### config.mk
export PLATFORM = sky130hd
export DESIGN_NAME = scbp_player_flat
export DESIGN_NICKNAME = d
export VERILOG_FILES = /design/src/design/scbp_pkg.sv /design/src/design/scbp_if.sv /design/src/design/scbp_player.sv /design/src/flat_wrapper.sv
export SDC_FILE = /design/constraint.sdc
export NUM_CORES = 1
export LEC_CHECK = 0
export BUFFER_PORTS_ARGS = -buffer_cell sky130_fd_sc_hd__buf_2
export CAP_MARGIN = 15
export CORE_ASPECT_RATIO = 1.4
export CORE_MARGIN = 8
export CORE_UTILIZATION = 43
export DETAILED_ROUTE_END_ITERATION = 8
export GPL_TIMING_DRIVEN = 0
export SYNTH_ARGS = -nofsm -noshare
export SYNTH_HDL_FRONTEND = slang
export SYNTH_SLANG_ARGS = --single-unit
export TNS_END_PERCENT = 50
### constraint.sdc
create_clock -name sys_clk_i -period 6 [get_ports sys_clk_i]
set_clock_uncertainty 0.2 [all_clocks]
set_input_delay 0.9 -clock sys_clk_i [delete_from_list [all_inputs] [get_ports sys_clk_i]]
set_output_delay 0.9 -clock sys_clk_i [all_outputs]
set_load 0.02 [all_outputs]
### src/design/scbp_pkg.sv
// Constants and types shared by the scan player and its starter
// Behaviour
// - Instruction scans lead with header one bits
// - Starter sets header instruction count downstream
// - Instruction scans end with trailer one bits
// - Starter sets trailer instruction count upstream
// - Data scans lead with following-device zero bits
// - Data scans end with preceding-device zero bits
// - Configuration data scans add alignment zero bits
// - Alignment count zero or thirty-two minus modulo
// - Rewind stream pointer, then start with counts
// - All counts zero adds no bits
// - Chain devices bypass with one-bit data register
package scbp_pkg;

  localparam int CLK_NS       = 8;
  localparam int TCK_HALF_NS  = 32;
  localparam int TCK_HALF_CYC = (TCK_HALF_NS + CLK_NS - 1) / CLK_NS;
  localparam logic [3:0] TCK_HALF = 4'(TCK_HALF_CYC);
  localparam logic [3:0] TCK_LAST = 4'(2 * TCK_HALF_CYC - 1);

  localparam int PAD_W  = 8;
  localparam int WORD_W = 16;
  localparam int LEN_W  = 14;
  localparam int OP_LSB = 14;
  localparam int CNT_W  = 16;
  localparam int MEM_AW = 8;
  localparam int MEM_DEPTH = 256;

  // Command word: op in the top two bits, payload bit count below
  localparam logic [1:0] OP_END  = 2'h0;
  localparam logic [1:0] OP_IR   = 2'h1;
  localparam logic [1:0] OP_DR   = 2'h2;
  localparam logic [1:0] OP_FPGA = 2'h3;

  // Test logic reset: five TMS ones then one zero into run/idle
  localparam logic [2:0] TRST_ONES = 3'h5;
  // Walk from run/idle to shift, TMS LSB first
  localparam logic [3:0] IR_PRE_TMS = 4'h3;
  localparam logic [2:0] IR_PRE_LAST = 3'h3;
  localparam logic [3:0] DR_PRE_TMS = 4'h1;
  localparam logic [2:0] DR_PRE_LAST = 3'h2;
  localparam logic [2:0] POST_LAST = 3'h1;

  localparam logic [PAD_W-1:0] ALIGN_MOD = 8'h20;

  typedef enum logic [5:0] {
    PS_IDLE  = 6'h01,
    PS_TRST  = 6'h02,
    PS_FETCH = 6'h04,
    PS_PRE   = 6'h08,
    PS_SHIFT = 6'h10,
    PS_POST  = 6'h20
  } scbp_pst_e;

  typedef enum logic [2:0] {
    SS_IDLE   = 3'h1,
    SS_START  = 3'h2,
    SS_STREAM = 3'h4
  } scbp_sst_e;

endpackage

### src/design/scbp_if.sv
// Start, command stream and status link between starter and player
`timescale 1ns/10ps
`default_nettype none
interface scbp_if;
  import scbp_pkg::*;

  logic              start;
  logic [PAD_W-1:0]  header_instr_pad_count;
  logic [PAD_W-1:0]  trailer_instr_pad_count;
  logic [PAD_W-1:0]  header_data_pad_count;
  logic [PAD_W-1:0]  trailer_data_pad_count;
  logic [PAD_W-1:0]  fpga_align_pad_count;
  logic [WORD_W-1:0] cmd_data;
  logic              cmd_valid;
  logic              cmd_ready;
  logic              busy;
  logic              done;
  logic [WORD_W-1:0] tdo_word;

  modport player (
    input  start, header_instr_pad_count, trailer_instr_pad_count,
           header_data_pad_count, trailer_data_pad_count, fpga_align_pad_count,
           cmd_data, cmd_valid,
    output cmd_ready, busy, done, tdo_word
  );

  modport starter (
    output start, header_instr_pad_count, trailer_instr_pad_count,
           header_data_pad_count, trailer_data_pad_count, fpga_align_pad_count,
           cmd_data, cmd_valid,
    input  cmd_ready, busy, done, tdo_word
  );
endinterface
`default_nettype wire

### src/design/scbp_player.sv
// Scan chain player that pads each scan for bypassed chain devices
`timescale 1ns/10ps
`default_nettype none
module scbp_player
  import scbp_pkg::*;
(
  input  wire logic  sys_clk_i,
  input  wire logic  nrst_i,
  scbp_if.player     lnk,
  input  wire logic  tdo_i,
  output logic       tck_o,
  output logic       tms_o,
  output logic       tdi_o
);

  typedef struct packed {
    scbp_pst_e         st;
    logic [3:0]        ph;
    logic              step;
    logic              capt;
    logic              tck;
    logic              tms;
    logic              tdi;
    logic [2:0]        idx;
    logic [PAD_W-1:0]  hir;
    logic [PAD_W-1:0]  tir;
    logic [PAD_W-1:0]  hdr;
    logic [PAD_W-1:0]  tdr;
    logic [PAD_W-1:0]  algn;
    logic [1:0]        op;
    logic [CNT_W-1:0]  head;
    logic [CNT_W-1:0]  hl;
    logic [CNT_W-1:0]  tot;
    logic [CNT_W-1:0]  pos;
    logic [WORD_W-1:0] word;
    logic [WORD_W-1:0] fd0;
    logic [WORD_W-1:0] fd1;
    logic [1:0]        fcnt;
    logic              rdy;
    logic              busy;
    logic              done;
    logic [WORD_W-1:0] tdo_word;
    logic              tdo_m;
    logic              tdo_s;
  } scbp_ply_s;

  scbp_ply_s s;
  scbp_ply_s next_s;

  always_comb begin
    logic              pop;
    logic              push;
    logic [1:0]        c;
    logic [LEN_W-1:0]  len;
    logic [CNT_W-1:0]  hd;
    logic [CNT_W-1:0]  tl;
    logic [3:0]        bi;
    logic              padv;
    pop    = 1'b0;
    push   = lnk.cmd_valid && s.rdy;
    c      = s.fcnt;
    len    = '0;
    hd     = '0;
    tl     = '0;
    bi     = '0;
    padv   = (s.op == OP_IR);
    next_s = s;
    next_s.done  = 1'b0;
    next_s.tdo_m = tdo_i;
    next_s.tdo_s = s.tdo_m;

    // Test clock: low for the first half of a step, high for the second
    if (s.step) begin
      next_s.ph = s.ph + 4'h1;
      if (s.ph == TCK_HALF - 4'h1) begin
        next_s.tck = 1'b1;
      end
      if (s.ph == TCK_HALF && s.capt) begin
        next_s.tdo_word = {s.tdo_s, s.tdo_word[WORD_W-1:1]};
      end
      if (s.ph == TCK_LAST) begin
        next_s.tck  = 1'b0;
        next_s.step = 1'b0;
        next_s.ph   = '0;
      end
    end

    unique case (s.st)
      PS_IDLE: begin
        if (lnk.start) begin
          next_s.hir  = lnk.header_instr_pad_count;
          next_s.tir  = lnk.trailer_instr_pad_count;
          next_s.hdr  = lnk.header_data_pad_count;
          next_s.tdr  = lnk.trailer_data_pad_count;
          next_s.algn = lnk.fpga_align_pad_count;
          next_s.busy = 1'b1;
          next_s.idx  = '0;
          next_s.st   = PS_TRST;
          c           = '0;
        end
      end
      PS_TRST: begin
        if (!s.step) begin
          next_s.step = 1'b1;
          next_s.capt = 1'b0;
          next_s.tdi  = 1'b0;
          next_s.tms  = (s.idx < TRST_ONES);
          next_s.idx  = s.idx + 3'h1;
          if (s.idx == TRST_ONES) begin
            next_s.st = PS_FETCH;
          end
        end
      end
      PS_FETCH: begin
        if (!s.step && s.fcnt != 2'h0) begin
          pop       = 1'b1;
          next_s.op = s.fd0[WORD_W-1:OP_LSB];
          len       = s.fd0[LEN_W-1:0];
          unique case (s.fd0[WORD_W-1:OP_LSB])
            OP_IR: begin
              hd = CNT_W'(s.hir);
              tl = CNT_W'(s.tir);
            end
            OP_DR: begin
              hd = CNT_W'(s.hdr);
              tl = CNT_W'(s.tdr);
            end
            OP_FPGA: begin
              hd = CNT_W'(s.hdr) + CNT_W'(s.algn);
              tl = CNT_W'(s.tdr);
            end
            OP_END: begin
              hd = '0;
              tl = '0;
            end
          endcase
          next_s.head = hd;
          next_s.hl   = hd + CNT_W'(len);
          next_s.tot  = hd + CNT_W'(len) + tl;
          next_s.idx  = '0;
          if (s.fd0[WORD_W-1:OP_LSB] == OP_END) begin
            next_s.st   = PS_IDLE;
            next_s.busy = 1'b0;
            next_s.done = 1'b1;
          end else if ((hd + CNT_W'(len) + tl) != '0) begin
            next_s.st = PS_PRE;
          end
        end
      end
      PS_PRE: begin
        if (!s.step) begin
          next_s.step = 1'b1;
          next_s.capt = 1'b0;
          next_s.tdi  = 1'b0;
          next_s.idx  = s.idx + 3'h1;
          if (s.op == OP_IR) begin
            next_s.tms = IR_PRE_TMS[s.idx[1:0]];
            if (s.idx == IR_PRE_LAST) begin
              next_s.st = PS_SHIFT;
            end
          end else begin
            next_s.tms = DR_PRE_TMS[s.idx[1:0]];
            if (s.idx == DR_PRE_LAST) begin
              next_s.st = PS_SHIFT;
            end
          end
          next_s.pos = '0;
        end
      end
      PS_SHIFT: begin
        if (!s.step) begin
          bi = 4'(s.pos - s.head);
          if (s.pos < s.head) begin
            next_s.step = 1'b1;
            next_s.capt = 1'b0;
            next_s.tdi  = padv;
          end else if (s.pos < s.hl) begin
            if (bi != 4'h0) begin
              next_s.step = 1'b1;
              next_s.capt = 1'b1;
              next_s.tdi  = s.word[bi];
            end else if (s.fcnt != 2'h0) begin
              pop         = 1'b1;
              next_s.word = s.fd0;
              next_s.step = 1'b1;
              next_s.capt = 1'b1;
              next_s.tdi  = s.fd0[0];
            end
          end else begin
            next_s.step = 1'b1;
            next_s.capt = 1'b0;
            next_s.tdi  = padv;
          end
          if (next_s.step) begin
            next_s.tms = (s.pos == s.tot - CNT_W'(1));
            next_s.pos = s.pos + CNT_W'(1);
            if (s.pos == s.tot - CNT_W'(1)) begin
              next_s.st  = PS_POST;
              next_s.idx = '0;
            end
          end
        end
      end
      PS_POST: begin
        if (!s.step) begin
          next_s.step = 1'b1;
          next_s.capt = 1'b0;
          next_s.tdi  = 1'b0;
          next_s.tms  = (s.idx == 3'h0);
          next_s.idx  = s.idx + 3'h1;
          if (s.idx == POST_LAST) begin
            next_s.st = PS_FETCH;
          end
        end
      end
    endcase

    // Two-entry command buffer, pop from the head then append
    if (pop) begin
      next_s.fd0 = s.fd1;
      c          = c - 2'h1;
    end
    if (push) begin
      if (c == 2'h0) begin
        next_s.fd0 = lnk.cmd_data;
      end else begin
        next_s.fd1 = lnk.cmd_data;
      end
      c = c + 2'h1;
    end
    next_s.fcnt = c;
    next_s.rdy  = (c != 2'h2);
  end

  always_ff @(posedge sys_clk_i or negedge nrst_i) begin
    if (!nrst_i) begin
      s     <= '0;
      s.st  <= PS_IDLE;
      s.rdy <= 1'b1;
    end else begin
      s <= next_s;
    end
  end

  assign tck_o         = s.tck;
  assign tms_o         = s.tms;
  assign tdi_o         = s.tdi;
  assign lnk.cmd_ready = s.rdy;
  assign lnk.busy      = s.busy;
  assign lnk.done      = s.done;
  assign lnk.tdo_word  = s.tdo_word;

endmodule
`default_nettype wire

### src/flat_wrapper.sv
// flat-port wrapper written by rule: the top's interface ports become plain ports
module scbp_player_flat import scbp_pkg::*;
  (sys_clk_i, nrst_i, tdo_i, tck_o, tms_o, tdi_o, lnk_start, lnk_header_instr_pad_count, lnk_trailer_instr_pad_count, lnk_header_data_pad_count, lnk_trailer_data_pad_count, lnk_fpga_align_pad_count, lnk_cmd_data, lnk_cmd_valid, lnk_cmd_ready, lnk_busy, lnk_done, lnk_tdo_word);
  scbp_if lnk_i ();
  input  wire logic sys_clk_i;
  input  wire logic nrst_i;
  input  wire logic tdo_i;
  output logic tck_o;
  output logic tms_o;
  output logic tdi_o;
  input wire logic [$bits(lnk_i.start)-1:0] lnk_start;
  input wire logic [$bits(lnk_i.header_instr_pad_count)-1:0] lnk_header_instr_pad_count;
  input wire logic [$bits(lnk_i.trailer_instr_pad_count)-1:0] lnk_trailer_instr_pad_count;
  input wire logic [$bits(lnk_i.header_data_pad_count)-1:0] lnk_header_data_pad_count;
  input wire logic [$bits(lnk_i.trailer_data_pad_count)-1:0] lnk_trailer_data_pad_count;
  input wire logic [$bits(lnk_i.fpga_align_pad_count)-1:0] lnk_fpga_align_pad_count;
  input wire logic [$bits(lnk_i.cmd_data)-1:0] lnk_cmd_data;
  input wire logic [$bits(lnk_i.cmd_valid)-1:0] lnk_cmd_valid;
  output wire logic [$bits(lnk_i.cmd_ready)-1:0] lnk_cmd_ready;
  output wire logic [$bits(lnk_i.busy)-1:0] lnk_busy;
  output wire logic [$bits(lnk_i.done)-1:0] lnk_done;
  output wire logic [$bits(lnk_i.tdo_word)-1:0] lnk_tdo_word;
  assign lnk_i.start = lnk_start;
  assign lnk_i.header_instr_pad_count = lnk_header_instr_pad_count;
  assign lnk_i.trailer_instr_pad_count = lnk_trailer_instr_pad_count;
  assign lnk_i.header_data_pad_count = lnk_header_data_pad_count;
  assign lnk_i.trailer_data_pad_count = lnk_trailer_data_pad_count;
  assign lnk_i.fpga_align_pad_count = lnk_fpga_align_pad_count;
  assign lnk_i.cmd_data = lnk_cmd_data;
  assign lnk_i.cmd_valid = lnk_cmd_valid;
  assign lnk_cmd_ready = lnk_i.cmd_ready;
  assign lnk_busy = lnk_i.busy;
  assign lnk_done = lnk_i.done;
  assign lnk_tdo_word = lnk_i.tdo_word;
  scbp_player u_core (.sys_clk_i(sys_clk_i), .nrst_i(nrst_i), .lnk(lnk_i), .tdo_i(tdo_i), .tck_o(tck_o), .tms_o(tms_o), .tdi_o(tdi_o));
endmodule
## After elaboration in Yosys (flattened, before gate mapping)

Cells that the tools add are included.

- Logic and storage cells: 197
- Flip-flop bits (word level): 195
- Output and inout port bits: 22

- Bitwise gates (word level): 4
- Add/subtract/negate cells: 10
- Multiplexer cells: 85
- Equal/unequal tests: 35
- $lt $le $gt $ge: 5
- Reductions and logical operators: 30

Operator list:

| operator | count |
|---|---|
| $mux W16 | 13 |
| $mux W6 | 15 |
| $mux W32 | 2 |
| $pmux W16 S4 | 1 |
| $pmux W16 S3 | 1 |
| $mux W43 | 1 |
| $pmux W6 S6 | 1 |
| $lt A16 B16 Y1 | 2 |
| $pmux W16 S2 | 1 |
| $mux W2 | 14 |
| $mux W5 | 5 |
| $mux W1 | 20 |
| $pmux W3 S6 | 1 |
| $reduce_and A6 Y1 | 3 |
| $add A16 B1 Y16 const B | 1 |
| $add A16 B14 Y16 | 1 |
| $add A16 B16 Y16 | 1 |
| $eq A16 B16 Y1 | 1 |
| $reduce_bool A16 Y1 | 1 |
| $sub A16 B1 Y16 const B | 1 |
| $ne A2 B2 Y1 const B | 7 |
| $reduce_and A13 Y1 | 1 |
| $ne A2 B1 Y1 const B | 6 |
| $reduce_and A4 Y1 | 3 |
| other kinds (42) | 66 |

## Depth between registers and ports, before layout

- Word-level depth: 12
- Depth in mapped cells: 22
- Gate-level depth less buffers: 22

## Worst setup path before layout

Ideal clock, no wire load.

- Path kind: register to register
- From: reg u_core.s[137] (netlist name)
- To: reg u_core.s[190] (netlist name)
- Arrival time: 4.931 ns
- Clock period less this slack: 5.256 ns
- Stages on the path, launching flop included: 23
- Required time: 5.675 ns
- Path slack: 0.744 ns
- Cells stage by stage: dfrtp_1 -> ha_1 -> fa_1 -> a21oi_1 -> o21bai_1 -> xor2_1 -> mux2_2 -> a22o_1 -> ha_1 -> a21o_1 -> a21o_1 -> a21o_1 -> a21oi_1 -> xnor2_1 -> ha_1 -> a21o_1 -> a41oi_1 -> nor3_1 -> o211ai_1 -> xnor2_1 -> a2111oi_4 -> a211oi_4 -> mux2_2

- Cells in the longest elaborated chain, start to end: 9

RTL lines:

| what | line | source |
|---|---|---|
| from (decl) | scbp_player.sv:47 | `scbp_ply_s s;` |
| from (signal assigned) | scbp_player.sv:241 | `s <= next_s;` |
| $add A8 B8 Y9 | scbp_player.sv:129 | `hd = CNT_W'(s.hdr) + CNT_W'(s.algn);` |
| $pmux W16 S4 | scbp_player.sv:119 | `unique case (s.fd0[WORD_W-1:OP_LSB])` |
| $mux W16 | scbp_player.sv:115 | `if (!s.step && s.fcnt != 2'h0) begin` |
| $mux W16 | scbp_player.sv:88 | `unique case (s.st)` |
| $add A16 B14 Y16 | scbp_player.sv:145 | `end else if ((hd + CNT_W'(len) + tl) != '0) begin` |
| $add A16 B16 Y16 | scbp_player.sv:145 |  |
| $reduce_bool A16 Y1 | scbp_player.sv:145 |  |
| $ne A3 B1 Y1 (no line) | -- |  |
| $reduce_and A13 Y1 (no line) | -- |  |

Every way passes these cells. The select of a mux whose other input is x is not followed.
A chain may end at the register's enable or synchronous reset.

## Worst setup path after layout

- From: reg u_core.s[153] (netlist name)
- To: reg u_core.s[193] (netlist name)

- Cells in the longest elaborated chain, start to end: 9

RTL lines:

| what | line |
|---|---|
| $add A8 B8 Y9 | scbp_player.sv:129 |
| $pmux W16 S4 (*) | scbp_player.sv:119 |
| $mux W16 (*) | scbp_player.sv:115 |
| $mux W16 (*) | scbp_player.sv:88 |
| $add A16 B14 Y16 (*) | scbp_player.sv:145 |
| $add A16 B16 Y16 (*) | scbp_player.sv:145 |
| $reduce_bool A16 Y1 (*) | scbp_player.sv:145 |
| $ne A3 B1 Y1 (no line) (*) | -- |
| $reduce_and A13 Y1 (no line) (*) | -- |

Every way passes the cells marked *; elsewhere a longest branch is shown, timed or not. The select of a mux whose other input is x is not followed.

==> impl_results.md <==
* Post-synthesis instance total at 1075
* Primary FF master, synth: dfrtp_1
* Antenna violations before repair at 0
* Ant. Diodes at 0
* Initial DRC Count at 414
* Grt met1 use at 0.206
* H-tree depth at 4
* Final setup viols at 0
* DP Area at 11800 µm²
* Root Driver: clkbuf_16
* Max Freq at 173 MHz
* Starting Density at 0.433
* Worst-path clk slew at 0.07 ns
* Crit path max fanout at 6
* Crit path DAT at 5.92 ns
* CP endpoint kind: flop
* Pwr dens at between 500 and 600 nW/µm²
* Sw Ratio at 0.430
* Period utilization at 0.965
* Number of synthesized flops with an enable pin at 0
* Via density at approximately 5.5
* CTS tree: done
* Status: finished clean
* Global route total overflow at 0
* Number of global-route vias before repair at between 8000 and 9000
* Hold Path Class: reg2reg
* Final Critical Period at 5.79 ns
* Met3 usage at 0.0321
* Yosys top cell by area: dfrtp_1
* Critical path required time at around 6.1 ns
* Number of buffers created by CTS at 17
* Syn avg cell area at 10.1 µm²
* YS warnings at 0
* Final GP Congestion at 0.831
* Commonest cells in the netlist: dfrtp_1, nand2_1, mux2_2
* Worst Tran Pin Value at 0.916 ns
* Synth unique cells at 72
* Drt pass-1 iters at 7
* FF+latch count, synth at 186
* Fin. max-slew vios at 0
* NetSw at 2.79 mW
* Port Buffers at slightly above 80
* Clk pwr share at 0.167
* Placeable Area at ~25000 µm²
* Post-synth ARST share at 1.00
* MaxCap Viol Count at 0
* Worst skew pair latency at 0.44 ns
* Post-DP HPWL at roughly 21000 µm
* Final instance area at 12500 µm²
* GR Util met2 at 0.327
* Area Overhead vs Synth at 14.5%
* First-pass GRT wire length at between 40000 and 50000 µm
* Bufs on Longest Clock Path at 2
* Comb power frac at 0.525
* Antenna viol nets, final at 0
* Fin cells at 1515
* Synth top area cells: dfrtp_1, mux2_2, ha_1
* Share of the synthesized area in the top cell type at 0.422
* Post-Syn Nets at 1199
* Sequential share of the synthesized area at 0.427
* Die W at 151 µm
* Pint at 3.69 mW
* Placed instance count at 1477
* Clock sinks at 186
* Synthesized cell area at 10900 µm²
* Sequential Power Share at 0.308
* Io pins at 83
* Total wire length at 26900 µm
* Vias at 8317
* Die Height at 204 µm
* Pin count of the biggest net entering global routing at 101
* Final-report hold violation count at 0
* Wirelength per Cell at 17.8 µm
* Startpoint Class: flop
* Nets at 1307
* Layout cell share with drive strength beyond 1 at 0.240
* Peak supply drop at around 340 µV
* DRC at 0
* GRT Overall Usage at 0.182
* Headroom to the max-slew limit at 0.384
* GR peak layer: met2
* Leakage at ~5.7 nW
* Critical path start-end classification: reg2reg
* DIE AREA at 30800 µm²
* Count leader, synth: dfrtp_1
* Row cnt at 69
## repair_timing
| item | in CTS | in global routing |
|---|---|---|
| hold endpoints to repair | 0 | 0 |
| setup endpoints to repair | 5 | 5 |
| setup buffers | 0 | 5 |
| pin swaps | 0 | 6 |
| hold buffers | 0 | 0 |
| resized for setup | 3 | 24 |
## kinds of logic (layout without fill, tap and decap cells)
| group | after synthesis | in the layout | share of synthesized area |
|---|---|---|---|
| buffers and inverters | 115 | 236 | 0.0463 |
| adders and majority gates | 63 | 63 | 0.0750 |
| DFF | 186 | 186 | 0.427 |
| xor gates and xnor gates | 52 | 52 | 0.0417 |
| and+or+nand+nor | 289 | 289 | 0.131 |
| AOI/OAI and AO/OA | 243 | 243 | 0.146 |
| muxes | 127 | 127 | 0.133 |
## worst max-delay path: stages, from the launching register on
cell	delay [ns]
dfrtp_1	0.40
ha_1	0.22
fa_1	0.40
a21oi_1	0.18
o21bai_1	0.12
a21o_1	0.22
a21oi_2	0.18
xnor2_1	0.07
mux2_2	0.26
a22o_1	0.26
ha_2	0.40
nand4_1	0.10
or3_1	0.42
a41oi_4	0.28
nand4_1	0.15
xnor2_1	0.25
or4_4	0.59
a2111oi_4	0.42
a211oi_4	0.10
buf_4	0.18
mux2_2	0.27
## through the flow
stage | TNS (ns) | hold WS, ns | setup slack (ns) | total power [mW] | util
2_1_floorplan | 0 | 0.131 | 0.744 | 4.34 | -
3_3_place_gp | -1.14 | 0.135 | -0.232 | 5.15 | 0.465
3_5_place_dp | -1.37 | 0.142 | -0.277 | 5.21 | 0.466
4_1_cts | 0 | 0.158 | 0.00620 | 6.33 | 0.489
5_1_grt | -0.00290 | 0.169 | -0.00290 | 6.99 | 0.495
6_report | 0 | 0.152 | 0.209 | 6.48 | 0.495
## cell type report
| type | instances | area, µm² |
|---|---|---|
| Timing Repair Buffer | 89 | 490 |
| Buffer | 68 | 330 |
| Sequential cell | 186 | 4660 |
| Fill cell | 2390 | 12700 |
| Clock buffer | 20 | 457 |
| Tap cell | 319 | 399 |
| Inverter | 47 | 176 |
| Multi-Input combinational cell | 774 | 5870 |
| Clock inverter | 12 | 108 |
## path summary, 6_finish.rpt
path	startpoint	endpoint	slack, ns	cells past startpoint
worst max-delay path	u_core.s[153]$_DFFE_PN0P_	u_core.s[193]$_DFFE_PN0P_	0.21	20
worst min-delay path	u_core.next_s[0]$_DFF_PN0_	u_core.s[0]$_DFF_PN0_	0.15	0
worst max register to register	u_core.s[153]$_DFFE_PN0P_	u_core.s[193]$_DFFE_PN0P_	0.21	20
worst min register to register	u_core.next_s[0]$_DFF_PN0_	u_core.s[0]$_DFF_PN0_	0.15	0
max in group asynchronous	nrst_i	u_core.lnk.tdo_word[4]$_DFFE_PN0P_	4.47	2
min in group asynchronous	nrst_i	u_core.s[153]$_DFFE_PN0P_	0.23	1
## placed cells by master (no fill, tap or decap), types with 10 or more instances in the layout
master     Yosys  final
a22o_1        16     16
xor2_1        19     18
o21ai_0       97     95
a31oi_1       11     10
buf_2          4     87
nor2_1        52     52
ha_1          59     54
clkbuf_16      0     17
inv_1         47     47
nor3_1        18     17
buf_4         16     21
xnor2_1       33     32
nand3_1       22     22
a21oi_1       30     25
dfrtp_1      184    184
mux2i_1       22     22
clkbuf_1      42     42
mux2_2       101    101
a21o_1        19     19
nand2_1      110    110
## layer usage
metal | wire [µm] | up-vias
met1 | 11000 | 4074
met3 | 701 | 45
met4 | 966 | 0
li1 | - | 4058
met5 | 0 | -
met2 | 14300 | 140
## state kept, by name (all words and copies together) (netlist names)
name                  flops
u_core.lnk.busy           1
u_core.lnk.cmd_ready      1
u_core.lnk.done           1
u_core.lnk.tdo_word      16
u_core.next_s             1
u_core.s                163
u_core.tck_o              1
u_core.tdi_o              1
u_core.tms_o              1
## power by group through the flow
stage               clock [mW]  combinational [mW]  sequential, mW
global placement             0                3.14            2.00
floorplan                    0                2.43            1.91
finish                    1.08                3.40            1.99
CTS                       1.11                3.23            1.99
detailed placement           0                3.20            2.01
global route              1.16                3.79            2.05
Note: power is estimated with default switching activity, not from simulation.
